**src/icp_pkg.sv**
```systemverilog
package icp_pkg;

  // Register byte addresses on the Wishbone slave.
  localparam logic [7:0] ICP_ADR_HV_CTRL = 8'h00;
  localparam logic [7:0] ICP_ADR_FP_CTRL = 8'h04;
  localparam logic [7:0] ICP_ADR_STATUS  = 8'h08;

  // Reset values of the control registers; the fast pair starts in full-rate clocking.
  localparam logic [31:0] ICP_HV_CTRL_RST = 32'h0000_0000;
  localparam logic [31:0] ICP_FP_CTRL_RST = 32'h0000_8000;

  // Data widths of the two cells.
  localparam int unsigned ICP_HV_W    = 2;
  localparam int unsigned ICP_FP_W    = 4;
  localparam int unsigned ICP_CELLS   = 2;
  localparam int unsigned ICP_CELL_HV = 0;
  localparam int unsigned ICP_CELL_FP = 1;

  // Dynamic input delay: 64 steps held in a 6-bit counter.
  localparam int unsigned ICP_DELAY_W     = 6;
  localparam int unsigned ICP_DELAY_STEPS = 64;
  localparam logic [5:0]  ICP_DELAY_RST   = 6'h00;
  localparam logic [5:0]  ICP_DELAY_MAX   = 6'h3f;
  localparam logic [5:0]  ICP_DELAY_MIN   = 6'h00;

  // Field layout of the control registers.
  localparam int unsigned ICP_CELL_CTRL_W = 10;
  localparam int unsigned ICP_FP_EXT_LSB  = 10;
  localparam int unsigned ICP_FP_EXT_W    = 6;

  // Field layout of the status register.
  localparam int unsigned ICP_ST_HV_IN_LSB = 0;
  localparam int unsigned ICP_ST_FP_IN_LSB = 4;
  localparam int unsigned ICP_ST_FP_N_BIT  = 8;
  localparam int unsigned ICP_ST_DELAY_LSB = 16;

  // Bit positions in the synchroniser bundle.
  localparam int unsigned ICP_SY_RX_REG = 0;
  localparam int unsigned ICP_SY_TX_REG = 1;
  localparam int unsigned ICP_SY_RX_SER = 2;
  localparam int unsigned ICP_SY_TX_SER = 3;
  localparam int unsigned ICP_SY_HV_PAD = 4;
  localparam int unsigned ICP_SY_FP_P   = 5;
  localparam int unsigned ICP_SY_FP_N   = 6;
  localparam int unsigned ICP_SY_W      = 7;

  // Serializer bit index.
  localparam logic [1:0] ICP_SER_FIRST = 2'h0;
  localparam logic [1:0] ICP_SER_NEXT  = 2'h1;

  // Destinations of the fast-pair unregistered tap.
  typedef enum logic [2:0] {
    ICP_DEST_GCLK,
    ICP_DEST_RCLK,
    ICP_DEST_PLL_REF,
    ICP_DEST_PLL_FB,
    ICP_DEST_VREF
  } icp_dest_t;

  localparam int unsigned ICP_DEST_N = 5;

  // Per-cell path options; in_reg_en is bit 0 of the control word.
  typedef struct packed {
    logic bypass_en;
    logic out_invert;
    logic resync;
    logic dual_edge_mode;
    logic oe_edge_fall;
    logic out_edge_fall;
    logic in_edge_fall;
    logic oe_reg_en;
    logic out_reg_en;
    logic in_reg_en;
  } icp_cell_ctrl_t;

  // Fast-pair options above the per-cell field.
  typedef struct packed {
    logic      full_rate;
    icp_dest_t bypass_dest;
    logic      serdes_en;
    logic      differential;
  } icp_fp_ext_t;

endpackage

```
**src/icp_sync.sv**
```systemverilog
`timescale 1ns/100ps
`default_nettype none

module icp_sync #(
  parameter int unsigned WIDTH = 1
) (
  input  wire logic             clk_i,
  input  wire logic             rst_i,
  input  wire logic [WIDTH-1:0] async_i,
  output logic      [WIDTH-1:0] level_o,
  output logic      [WIDTH-1:0] rise_o,
  output logic      [WIDTH-1:0] fall_o
);

  logic [WIDTH-1:0] meta_q;
  logic [WIDTH-1:0] sync_q;
  logic [WIDTH-1:0] last_q;

  // Two sync flops per bit plus a third; the second and third stages feed the edge compare.
  always_ff @(posedge clk_i) begin
    if (rst_i) begin
      meta_q <= '0;
      sync_q <= '0;
      last_q <= '0;
    end else begin
      meta_q <= async_i;
      sync_q <= meta_q;
      last_q <= sync_q;
    end
  end

  // Edge pulses last one cycle of clk_i.
  assign level_o = sync_q;
  assign rise_o  = sync_q & ~last_q;
  assign fall_o  = ~sync_q & last_q;

endmodule

`default_nettype wire

```
**src/icp_io_cell.sv**
```systemverilog
`timescale 1ns/100ps
`default_nettype none

// Summary of operation
// RL1 - Dual-edge input: bit0 rising, bit1 falling sample.
// RL2 - Dual-edge output: bit0 rising, bit1 falling.
// RL3 - Deserializer: earliest bit lands on bit 0.
// RL4 - Serializer: bit 0 sent first, bit 3 last.
// RL5 - Delay step: direction 1 increments, 0 decrements.
// RL6 - Delay clear returns counter to reset value.
// RL7 - Core drives negative-leg enable equal to primary.
// RL8 - Transmit register clock times data and enable.
// RL9 - Receive register clock times input capture.
// RL10 - Transmit serial clock shifts the serializer.
// RL11 - Receive serial clock shifts the deserializer.
// RL12 - High-voltage tap feeds PLL reference only.
// RL13 - Fast tap routes to five clock destinations.
// RL14 - Drive enable optionally registered per cell.
// RL15 - Pair is two single pins or differential.
// RL16 - Differential uses only positive-resource core signals; the code still gates the N-leg enable with drive_enable_neg_leg_i.
// RL17 - Resync moves falling sample to rising edge.
// RL18 - Each register edge selectable, paths independent.
// RL19 - Serdes works only in full-rate clocking.
// RL20 - Dynamic delay: 64 steps, input path only.
// RL21 - Delay counter saturates at both ends.
module icp_io_cell
  import icp_pkg::*;
(
  input  wire logic                   clk_i,
  input  wire logic                   rst_i,
  input  wire logic                   wb_cyc_i,
  input  wire logic                   wb_stb_i,
  input  wire logic                   wb_we_i,
  input  wire logic [7:0]             wb_adr_i,
  input  wire logic [3:0]             wb_sel_i,
  input  wire logic [31:0]            wb_dat_i,
  output logic      [31:0]            wb_dat_o,
  output logic                        wb_ack_o,
  input  wire logic                   tx_register_clock_i,
  input  wire logic                   rx_register_clock_i,
  input  wire logic                   tx_serial_clock_i,
  input  wire logic                   rx_serial_clock_i,
  input  wire logic [ICP_HV_W-1:0]    hv_out_i,
  input  wire logic                   hv_drive_enable_i,
  output logic      [ICP_HV_W-1:0]    hv_in_o,
  input  wire logic [ICP_FP_W-1:0]    fp_out_i,
  input  wire logic                   fp_drive_enable_i,
  input  wire logic                   drive_enable_neg_leg_i,
  input  wire logic                   fp_n_out_i,
  output logic      [ICP_FP_W-1:0]    fp_in_o,
  output logic                        fp_n_in_o,
  input  wire logic                   delay_step_enable_i,
  input  wire logic                   delay_step_direction_i,
  input  wire logic                   delay_count_clear_i,
  output logic      [ICP_DELAY_W-1:0] delay_count_o,
  input  wire logic                   hv_pad_i,
  output logic                        hv_pad_o,
  output logic                        hv_pad_oe_o,
  input  wire logic                   fp_p_pad_i,
  output logic                        fp_p_pad_o,
  output logic                        fp_p_pad_oe_o,
  input  wire logic                   fp_n_pad_i,
  output logic                        fp_n_pad_o,
  output logic                        fp_n_pad_oe_o,
  output logic                        hv_bypass_pll_ref_o,
  output logic      [ICP_DEST_N-1:0]  fp_bypass_tap_o
);

  logic [31:0]            hv_ctrl_q;
  logic [31:0]            fp_ctrl_q;
  logic [31:0]            rd_data_d;
  logic [31:0]            wb_dat_q;
  logic                   wb_ack_q;
  logic                   wr_fire;
  logic [ICP_SY_W-1:0]    sy_async;
  logic [ICP_SY_W-1:0]    sy_level;
  logic [ICP_SY_W-1:0]    sy_rise;
  logic [ICP_SY_W-1:0]    sy_fall;
  logic                   rx_rise;
  logic                   rx_fall;
  logic                   tx_rise;
  logic                   tx_fall;
  logic                   rxs_rise;
  logic                   txs_rise;
  icp_fp_ext_t            fp_ext;
  logic                   serdes_act;
  logic [ICP_DELAY_W-1:0] delay_q;
  logic [ICP_DELAY_STEPS-1:0] delay_line_q;
  logic                   fp_p_delayed;
  icp_cell_ctrl_t         cell_ctrl [ICP_CELLS];
  logic [1:0]             cell_out  [ICP_CELLS];
  logic                   cell_oe   [ICP_CELLS];
  logic                   cell_pad  [ICP_CELLS];
  logic [ICP_FP_W-1:0]    deser_q;
  logic [ICP_FP_W-1:0]    fp_in_q;
  logic [ICP_FP_W-1:0]    ser_word_q;
  logic [1:0]             ser_idx_q;
  logic                   ser_bit_q;
  logic                   fp_p_out_q;
  logic                   fp_p_oe_q;
  logic                   fp_n_out_q;
  logic                   fp_n_oe_q;
  logic                   fp_n_in_q;
  logic                   hv_tap_q;
  logic [ICP_DEST_N-1:0]  fp_tap_q;

  // Pad levels and the four cell clocks enter the clk_i domain here.
  assign sy_async[ICP_SY_RX_REG] = rx_register_clock_i;
  assign sy_async[ICP_SY_TX_REG] = tx_register_clock_i;
  assign sy_async[ICP_SY_RX_SER] = rx_serial_clock_i;
  assign sy_async[ICP_SY_TX_SER] = tx_serial_clock_i;
  assign sy_async[ICP_SY_HV_PAD] = hv_pad_i;
  assign sy_async[ICP_SY_FP_P]   = fp_p_pad_i;
  assign sy_async[ICP_SY_FP_N]   = fp_n_pad_i;

  icp_sync #(
    .WIDTH (ICP_SY_W)
  ) u_sync (
    .clk_i   (clk_i),
    .rst_i   (rst_i),
    .async_i (sy_async),
    .level_o (sy_level),
    .rise_o  (sy_rise),
    .fall_o  (sy_fall)
  );

  // Each clock gives its own edge events, so the paths stay independent.
  assign rx_rise  = sy_rise[ICP_SY_RX_REG]; // [RL9]
  assign rx_fall  = sy_fall[ICP_SY_RX_REG];
  assign tx_rise  = sy_rise[ICP_SY_TX_REG]; // [RL8]
  assign tx_fall  = sy_fall[ICP_SY_TX_REG];
  assign rxs_rise = sy_rise[ICP_SY_RX_SER]; // [RL11]
  assign txs_rise = sy_rise[ICP_SY_TX_SER]; // [RL10]

  // Wishbone write strobe fires on the edge where the master samples ack.
  assign wr_fire = wb_cyc_i & wb_stb_i & wb_we_i & wb_ack_q;

  // Control registers with byte-lane writes.
  always_ff @(posedge clk_i) begin
    if (rst_i) begin
      hv_ctrl_q <= ICP_HV_CTRL_RST;
      fp_ctrl_q <= ICP_FP_CTRL_RST;
    end else if (wr_fire) begin
      for (int b = 0; b < 4; b++) begin
        if (wb_sel_i[b]) begin
          if (wb_adr_i == ICP_ADR_HV_CTRL) begin
            hv_ctrl_q[b*8 +: 8] <= wb_dat_i[b*8 +: 8];
          end
          if (wb_adr_i == ICP_ADR_FP_CTRL) begin
            fp_ctrl_q[b*8 +: 8] <= wb_dat_i[b*8 +: 8];
          end
        end
      end
    end
  end

  // Read mux; unmapped addresses read as zero.
  always_comb begin
    rd_data_d = '0;
    case (wb_adr_i)
      ICP_ADR_HV_CTRL: rd_data_d = hv_ctrl_q;
      ICP_ADR_FP_CTRL: rd_data_d = fp_ctrl_q;
      ICP_ADR_STATUS: begin
        rd_data_d[ICP_ST_HV_IN_LSB +: ICP_HV_W]    = hv_in_o;
        rd_data_d[ICP_ST_FP_IN_LSB +: ICP_FP_W]    = fp_in_q;
        rd_data_d[ICP_ST_FP_N_BIT]                 = fp_n_in_q;
        rd_data_d[ICP_ST_DELAY_LSB +: ICP_DELAY_W] = delay_q;
      end
      default: rd_data_d = '0;
    endcase
  end

  // Ack comes one cycle after the request and drops the cycle after.
  always_ff @(posedge clk_i) begin
    if (rst_i) begin
      wb_ack_q <= 1'b0;
      wb_dat_q <= '0;
    end else begin
      wb_ack_q <= wb_cyc_i & wb_stb_i & ~wb_ack_q;
      if (wb_cyc_i & wb_stb_i & ~wb_ack_q) begin
        wb_dat_q <= rd_data_d;
      end
    end
  end

  assign fp_ext     = icp_fp_ext_t'(fp_ctrl_q[ICP_FP_EXT_LSB +: ICP_FP_EXT_W]);
  assign serdes_act = fp_ext.serdes_en & fp_ext.full_rate; // [RL19]

  // Delay counter steps once per receive register clock rising edge.
  always_ff @(posedge clk_i) begin
    if (rst_i) begin
      delay_q <= ICP_DELAY_RST;
    end else if (delay_count_clear_i) begin
      delay_q <= ICP_DELAY_RST; // [RL6]
    end else if (rx_rise && delay_step_enable_i) begin
      if (delay_step_direction_i && delay_q != ICP_DELAY_MAX) begin
        delay_q <= delay_q + 6'h01; // [RL5] [RL21]
      end else if (!delay_step_direction_i && delay_q != ICP_DELAY_MIN) begin
        delay_q <= delay_q - 6'h01; // [RL5] [RL21]
      end
    end
  end

  // Tapped line delays only the positive input of the pair.
  always_ff @(posedge clk_i) begin
    if (rst_i) begin
      delay_line_q <= '0;
    end else begin
      delay_line_q <= {delay_line_q[ICP_DELAY_STEPS-2:0], sy_level[ICP_SY_FP_P]};
    end
  end

  assign fp_p_delayed = delay_line_q[delay_q]; // [RL20]

  // Inputs of the two general-purpose cells.
  assign cell_ctrl[ICP_CELL_HV] = icp_cell_ctrl_t'(hv_ctrl_q[ICP_CELL_CTRL_W-1:0]);
  assign cell_ctrl[ICP_CELL_FP] = icp_cell_ctrl_t'(fp_ctrl_q[ICP_CELL_CTRL_W-1:0]);
  assign cell_out[ICP_CELL_HV]  = hv_out_i;
  assign cell_out[ICP_CELL_FP]  = fp_out_i[1:0];
  assign cell_oe[ICP_CELL_HV]   = hv_drive_enable_i;
  assign cell_oe[ICP_CELL_FP]   = fp_drive_enable_i;
  assign cell_pad[ICP_CELL_HV]  = sy_level[ICP_SY_HV_PAD];
  assign cell_pad[ICP_CELL_FP]  = fp_p_delayed;

  for (genvar c = 0; c < ICP_CELLS; c++) begin : g_cell
    logic [1:0] in_q;
    logic       hold_q;
    logic       pout_q;
    logic       oe_q;
    logic       in_edge;
    logic       out_edge;
    logic       oe_edge;

    // Edge choice is per register, input and output chosen apart.
    assign in_edge  = cell_ctrl[c].in_edge_fall ? rx_fall : rx_rise; // [RL18]
    assign out_edge = cell_ctrl[c].out_edge_fall ? tx_fall : tx_rise; // [RL18]
    assign oe_edge  = cell_ctrl[c].oe_edge_fall ? tx_fall : tx_rise; // [RL18]

    // Input capture; dual-edge keeps rising on bit 0, falling on bit 1.
    always_ff @(posedge clk_i) begin
      if (rst_i) begin
        in_q   <= 2'h0;
        hold_q <= 1'b0;
      end else if (!cell_ctrl[c].in_reg_en) begin
        in_q <= {1'b0, cell_pad[c]};
      end else if (cell_ctrl[c].dual_edge_mode) begin
        if (cell_ctrl[c].resync) begin
          if (rx_fall) begin
            hold_q <= cell_pad[c];
          end
          if (rx_rise) begin
            in_q <= {hold_q, cell_pad[c]}; // [RL17] [RL1]
          end
        end else begin
          if (rx_rise) begin
            in_q[0] <= cell_pad[c]; // [RL1]
          end
          if (rx_fall) begin
            in_q[1] <= cell_pad[c]; // [RL1]
          end
        end
      end else if (in_edge) begin
        in_q <= {1'b0, cell_pad[c]};
      end
    end

    // Output path; dual-edge merges both bits into one stream.
    always_ff @(posedge clk_i) begin
      if (rst_i) begin
        pout_q <= 1'b0;
      end else if (cell_ctrl[c].dual_edge_mode) begin
        if (tx_rise) begin
          pout_q <= cell_out[c][0] ^ cell_ctrl[c].out_invert; // [RL2] [RL8]
        end else if (tx_fall) begin
          pout_q <= cell_out[c][1] ^ cell_ctrl[c].out_invert; // [RL2] [RL8]
        end
      end else if (!cell_ctrl[c].out_reg_en) begin
        pout_q <= cell_out[c][0];
      end else if (out_edge) begin
        pout_q <= cell_out[c][0] ^ cell_ctrl[c].out_invert;
      end
    end

    // Drive enable, registered on the transmit clock when asked.
    always_ff @(posedge clk_i) begin
      if (rst_i) begin
        oe_q <= 1'b0;
      end else if (!cell_ctrl[c].oe_reg_en || oe_edge) begin
        oe_q <= cell_oe[c]; // [RL14] [RL8]
      end
    end
  end

  // Deserializer shifts toward bit 0, so the oldest bit ends there.
  always_ff @(posedge clk_i) begin
    if (rst_i) begin
      deser_q <= '0;
    end else if (rxs_rise) begin
      deser_q <= {fp_p_delayed, deser_q[ICP_FP_W-1:1]}; // [RL11] [RL3]
    end
  end

  // Core input word of the pair, serial or plain.
  always_ff @(posedge clk_i) begin
    if (rst_i) begin
      fp_in_q <= '0;
    end else if (!serdes_act) begin
      fp_in_q <= {2'h0, g_cell[ICP_CELL_FP].in_q};
    end else if (rx_rise) begin
      fp_in_q <= rxs_rise ? {fp_p_delayed, deser_q[ICP_FP_W-1:1]} : deser_q; // [RL3] [RL9]
    end
  end

  // Serializer loads on the register clock and sends bit 0 first.
  always_ff @(posedge clk_i) begin
    if (rst_i) begin
      ser_word_q <= '0;
      ser_idx_q  <= ICP_SER_FIRST;
      ser_bit_q  <= 1'b0;
    end else if (tx_rise) begin
      ser_word_q <= fp_out_i; // [RL8]
      if (txs_rise) begin
        ser_bit_q <= fp_out_i[0]; // [RL4]
        ser_idx_q <= ICP_SER_NEXT;
      end else begin
        ser_idx_q <= ICP_SER_FIRST;
      end
    end else if (txs_rise) begin
      ser_bit_q <= ser_word_q[ser_idx_q]; // [RL4] [RL10]
      ser_idx_q <= ser_idx_q + ICP_SER_NEXT;
    end
  end

  // Pad drive of the pair, as two pins or as one differential pin.
  always_ff @(posedge clk_i) begin
    if (rst_i) begin
      fp_p_out_q <= 1'b0;
      fp_p_oe_q  <= 1'b0;
      fp_n_out_q <= 1'b0;
      fp_n_oe_q  <= 1'b0;
      fp_n_in_q  <= 1'b0;
    end else begin
      fp_p_out_q <= serdes_act ? ser_bit_q : g_cell[ICP_CELL_FP].pout_q;
      fp_p_oe_q  <= g_cell[ICP_CELL_FP].oe_q;
      if (fp_ext.differential) begin
        fp_n_out_q <= serdes_act ? ~ser_bit_q : ~g_cell[ICP_CELL_FP].pout_q; // [RL15] [RL16]
        fp_n_oe_q  <= g_cell[ICP_CELL_FP].oe_q & drive_enable_neg_leg_i; // [RL7]
        fp_n_in_q  <= 1'b0;
      end else begin
        fp_n_out_q <= fp_n_out_i; // [RL15]
        fp_n_oe_q  <= drive_enable_neg_leg_i;
        fp_n_in_q  <= sy_level[ICP_SY_FP_N];
      end
    end
  end

  // Unregistered taps bypass the capture registers.
  always_ff @(posedge clk_i) begin
    if (rst_i) begin
      hv_tap_q <= 1'b0;
      fp_tap_q <= '0;
    end else begin
      hv_tap_q <= cell_ctrl[ICP_CELL_HV].bypass_en & sy_level[ICP_SY_HV_PAD]; // [RL12]
      for (int d = 0; d < ICP_DEST_N; d++) begin
        fp_tap_q[d] <= cell_ctrl[ICP_CELL_FP].bypass_en
                       & (fp_ext.bypass_dest == icp_dest_t'(d))
                       & sy_level[ICP_SY_FP_P]; // [RL13]
      end
    end
  end

  // Every output is a flop.
  assign wb_dat_o            = wb_dat_q;
  assign wb_ack_o            = wb_ack_q;
  assign hv_in_o             = g_cell[ICP_CELL_HV].in_q;
  assign hv_pad_o            = g_cell[ICP_CELL_HV].pout_q;
  assign hv_pad_oe_o         = g_cell[ICP_CELL_HV].oe_q;
  assign fp_in_o             = fp_in_q;
  assign fp_n_in_o           = fp_n_in_q;
  assign delay_count_o       = delay_q;
  assign fp_p_pad_o          = fp_p_out_q;
  assign fp_p_pad_oe_o       = fp_p_oe_q;
  assign fp_n_pad_o          = fp_n_out_q;
  assign fp_n_pad_oe_o       = fp_n_oe_q;
  assign hv_bypass_pll_ref_o = hv_tap_q;
  assign fp_bypass_tap_o     = fp_tap_q;

endmodule

`default_nettype wire

```
**config.mk**
```make
export PLATFORM = sky130hd
export DESIGN_NAME = icp_io_cell
export DESIGN_NICKNAME = d
export VERILOG_FILES = /design/src/icp_pkg.sv /design/src/icp_sync.sv /design/src/icp_io_cell.sv
export SDC_FILE = /design/constraint.sdc
export NUM_CORES = 1
export LEC_CHECK = 0
export ABC_AREA = 1
export BUFFER_PORTS_ARGS = -buffer_cell sky130_fd_sc_hd__buf_2
export CORE_MARGIN = 2
export CORE_UTILIZATION = 44
export DETAILED_ROUTE_END_ITERATION = 8
export GPL_TIMING_DRIVEN = 0
export HOLD_SLACK_MARGIN = 0.15
export SYNTH_ARGS = -nofsm -noshare
export SYNTH_HDL_FRONTEND = slang
export SYNTH_SLANG_ARGS = --single-unit
```
**constraint.sdc**
```tcl
create_clock -name clk_i -period 3.2 [get_ports clk_i]
set_input_delay 0.32 -clock clk_i [delete_from_list [all_inputs] [get_ports clk_i]]
set_output_delay 0.32 -clock clk_i [all_outputs]
set_load 0.01 [all_outputs]
```
==> summary.md <==
| Metric | Value |
|---|---|
| Mapped Area | `8820 um^2` |
| Worst VDD drop | `326 uV` |
| Reg2reg start | `delay_count_o[1]` |
| Relative slew slack | `46.8%` |
| Number of global-route vias before repair | `7664` |
| HPWL after DPL | `18.3 mm` |
| Post-route insts no fill | `1671` |
| Top achievable clock speed | `361 MHz` |
| Clock transition at path regs | `60 ps` |
| Initial core utilization | `45.0%` |
| Maximum clock path buffer count | `3` |
| Post-CTS resize count | `0` |
| Post-synth top area share | `50.1%` |
| CP max-delay cell | `ha_1` |
| Post-synth top cells | `dfxtp_1, nand2_1, nor2_1, inv_1, o21ai_0` |
| Die area | `21200 um^2` |
| CTS sink cnt | `221` |
| I/O pin total | `127` |
| Hold Startpoint | `delay_count_clear_i` |
| Setup Skew | `10.3 ps` |
| Port Buf Inserts | `126` |
| RSZ-0062 raised after global routing | `no` |
| Worst setup EP type | `register` |
| Vias | `8332` |
| Placed cell count | `1581` |
| Most used cell, CP | `nand2_1` |
| Crit Path Class | `reg -> reg` |
| Dpl cell area | `9790 um^2` |
| DRT antenna net count | `0` |
| R2r endpoint | `delay_count_o[5]` |
| Slew @ Worst Pin | `798 ps` |
| Final-stage net count | `1464` |
| Core Area | `19600 um^2` |
| Global route overflow | `0` |
| Post-route setup slack | `427 ps` |
| Post-Syn Instances | `1190` |
| First-pass GRT wire length | `41.4 mm` |
| Worst-Skew Late Latency | `510 ps` |
| Final instance area | `11100 um^2` |
| Worst path max stage delay | `390 ps` |
| Number of H-tree levels | `1` |
| Worst setup SP type | `register` |
| Status | `finished, final reports clean` |
| CTS tree | `done` |
| Final Cycle Share | `86.7%` |
| Worst Hold Endpoint | `delay_count_o[5]` |
| Seq cells post-synth | `221` |
| Lkg Pwr | `4.80 nW` |
| CP arrival | `3190 ps` |
| Via/cell ratio | `4.99` |
| R2r setup slk | `430 ps` |
| Seq/Total Area, Yosys | `50.1%` |
| 1st-iter DRT viols | `522` |
| Total power | `5.99 mW` |
| Tightest Hold Check Type | `in -> reg` |
| Commonest register cell after synthesis | `dfxtp_1` |
| Layout Utilization | `56.6%` |
| Worst-path maximum fanout | `10` |
| Die X | `146 um` |
| FILL cells | `1888` |
| Critical path data required time | `3620 ps` |
| Max_cap viols | `0` |
| Diode count | `0` |
| Final hold violation count | `0` |
| Worst hold path depth | `4` |
| Placement Setup Slack | `486 ps` |
| Synthesized Nets | `1264` |
| Ys async rst share | `0%` |
| Family with the most delay on the worst path | `simple AND/OR/NAND/NOR gates` |
| Fraction of layout cells with a size suffix above 1 | `15.2%` |
| Final setup violation count | `0` |
| Synth warn | `0` |
| Pwr dens | `540 nW/um^2` |
| R2R depth | `16` |
| WL per Instance | `15.7 um` |
| Setup bufs post-CTS | `0` |
| Syn_area_per_cell | `7.41 um^2` |
| WHS | `168 ps` |
| Overall Global Routing Usage | `24.3%` |
| Largest net degree at the start of global routing | `14` |
| Post-CTS Hold Buffers | `48` |
| Fin crit period | `2770 ps` |
| Final setup TNS | `0 ps` |
| Leading area contributor after synthesis | `dfxtp_1` |
| DRC | `0` |
| Pre-Repair DR Iteration Count | `5` |
| Crit path cell chain | `buf_2 -> inv_2 -> nor3_1 -> nor2_1 -> inv_1 -> ha_1 -> nand3_1 -> nand2_1 -> nand2_1 -> nand2_1 -> a21oi_1 -> or2_2 -> nand3_1 -> nand2_1 -> inv_1 -> nor2_1` |
| Root Buffer | `clkbuf_16` |
| Area Overhead vs Synth | `25.6%` |
| Initial antenna violation count | `0` |
| Site Rows | `51` |
| CP Depth | `16` |
| Pins Over Slew Limit | `0` |
| Worst Path Buf+Inv | `4` |
| Die H | `146 um` |
| Most frequent cell after synthesis | `dfxtp_1` |
| Cts bufs inserted | `24` |
| Post-synth cell types | `41` |
| Number of synthesized flops with an enable pin | `0` |
| Synth top area cells | `dfxtp_1, nand2_1, nor2_1, inv_1, o21ai_0` |
| DRT Wirelength | `26.3 mm` |
| Gpl congestion | `0.846` |
## kinds of logic after synthesis
group                      Yosys count  share of synthesized area, %
AOI/OAI and AO/OA                  265                          17.0
DFF                                221                          50.1
muxes                                1                         0.113
adders and majority gates            5                         0.794
buffers and inverters              225                          9.91
and+or+nand+nor                    469                          21.7
xor gates and xnor gates             4                         0.397
## routing by layer
layer / track usage, % / vias up / share of wire [%]
met3: 2.85 / 40 / 6.1
met2: 37.5 / 270 / 43
met5: 0 / - / 0
met1: 35.9 / 3809 / 49
met4: 7.11 / 0 / 2.5
li1: - / 4213 / -
## how the worst max path moves through the flow
stage                                start          endpoint  slack [ps]
after global placement    delay_count_o[1]  delay_count_o[5]         520
final                     delay_count_o[1]  delay_count_o[5]         430
after detailed placement  delay_count_o[1]  delay_count_o[5]         490
after floorplan           delay_count_o[1]  delay_count_o[5]         930
after CTS                 delay_count_o[1]  delay_count_o[5]         480
after global routing      delay_count_o[1]  delay_count_o[5]         270
## layout make-up
type,count,area (um^2),share of cell area [%]
buffer,51,221,2.00
sequential,221,4420,39.9
clock inverter,9,134,1.21
inverter,174,653,5.89
clock buffer,33,684,6.17
tap,265,332,2.99
multi-input combinational,744,3520,31.8
timing repair buffer,174,1110,10.0
## flip-flops by register name, summed over array words and instances (netlist names), 4 cells and up
signal and flops:
delay_count_o 6, delay_line_q 64, deser_q 4, fp_bypass_tap_o 5, fp_ctrl_q 32, fp_in_o 4, hv_ctrl_q 32, ser_word_q 4
u_sync.last_q 4, u_sync.level_o 7, u_sync.meta_q 7, wb_dat_o 32
## where the power goes
| group | internal (mW) | switching (mW) |
|---|---|---|
| registers | 2.79 | 0.0192 |
| logic | 0.134 | 0.197 |
| clock network | 1.74 | 1.11 |
## worst reg2reg max path: cells and delay by family (launching register included)
kind            cells  cell delay, ps
compound gates      1              70
flops               1             360
fa+ha+maj           1             390
buf+inv             4             720
simple gates       10            1150
## layout by cell type (no fill, tap or decap), types with 4 or more instances in the layout
master and count:
dfxtp_1 221, nand2_1 216, nor2_1 184, inv_1 165, buf_2 141, o21ai_0 119, a21oi_1 88, dlygate4sd3_1 48
nand3_1 43, clkbuf_1 35, clkbuf_16 24, o211ai_1 21, a31o_2 13, inv_2 7, nor4_1 6, o221ai_1 6
nand4_1 5, nor2_2 5, clkbuf_8 5, nor2_4 4, ha_1 4, clkinv_2 4
Note: power is estimated with default switching activity, not from simulation.
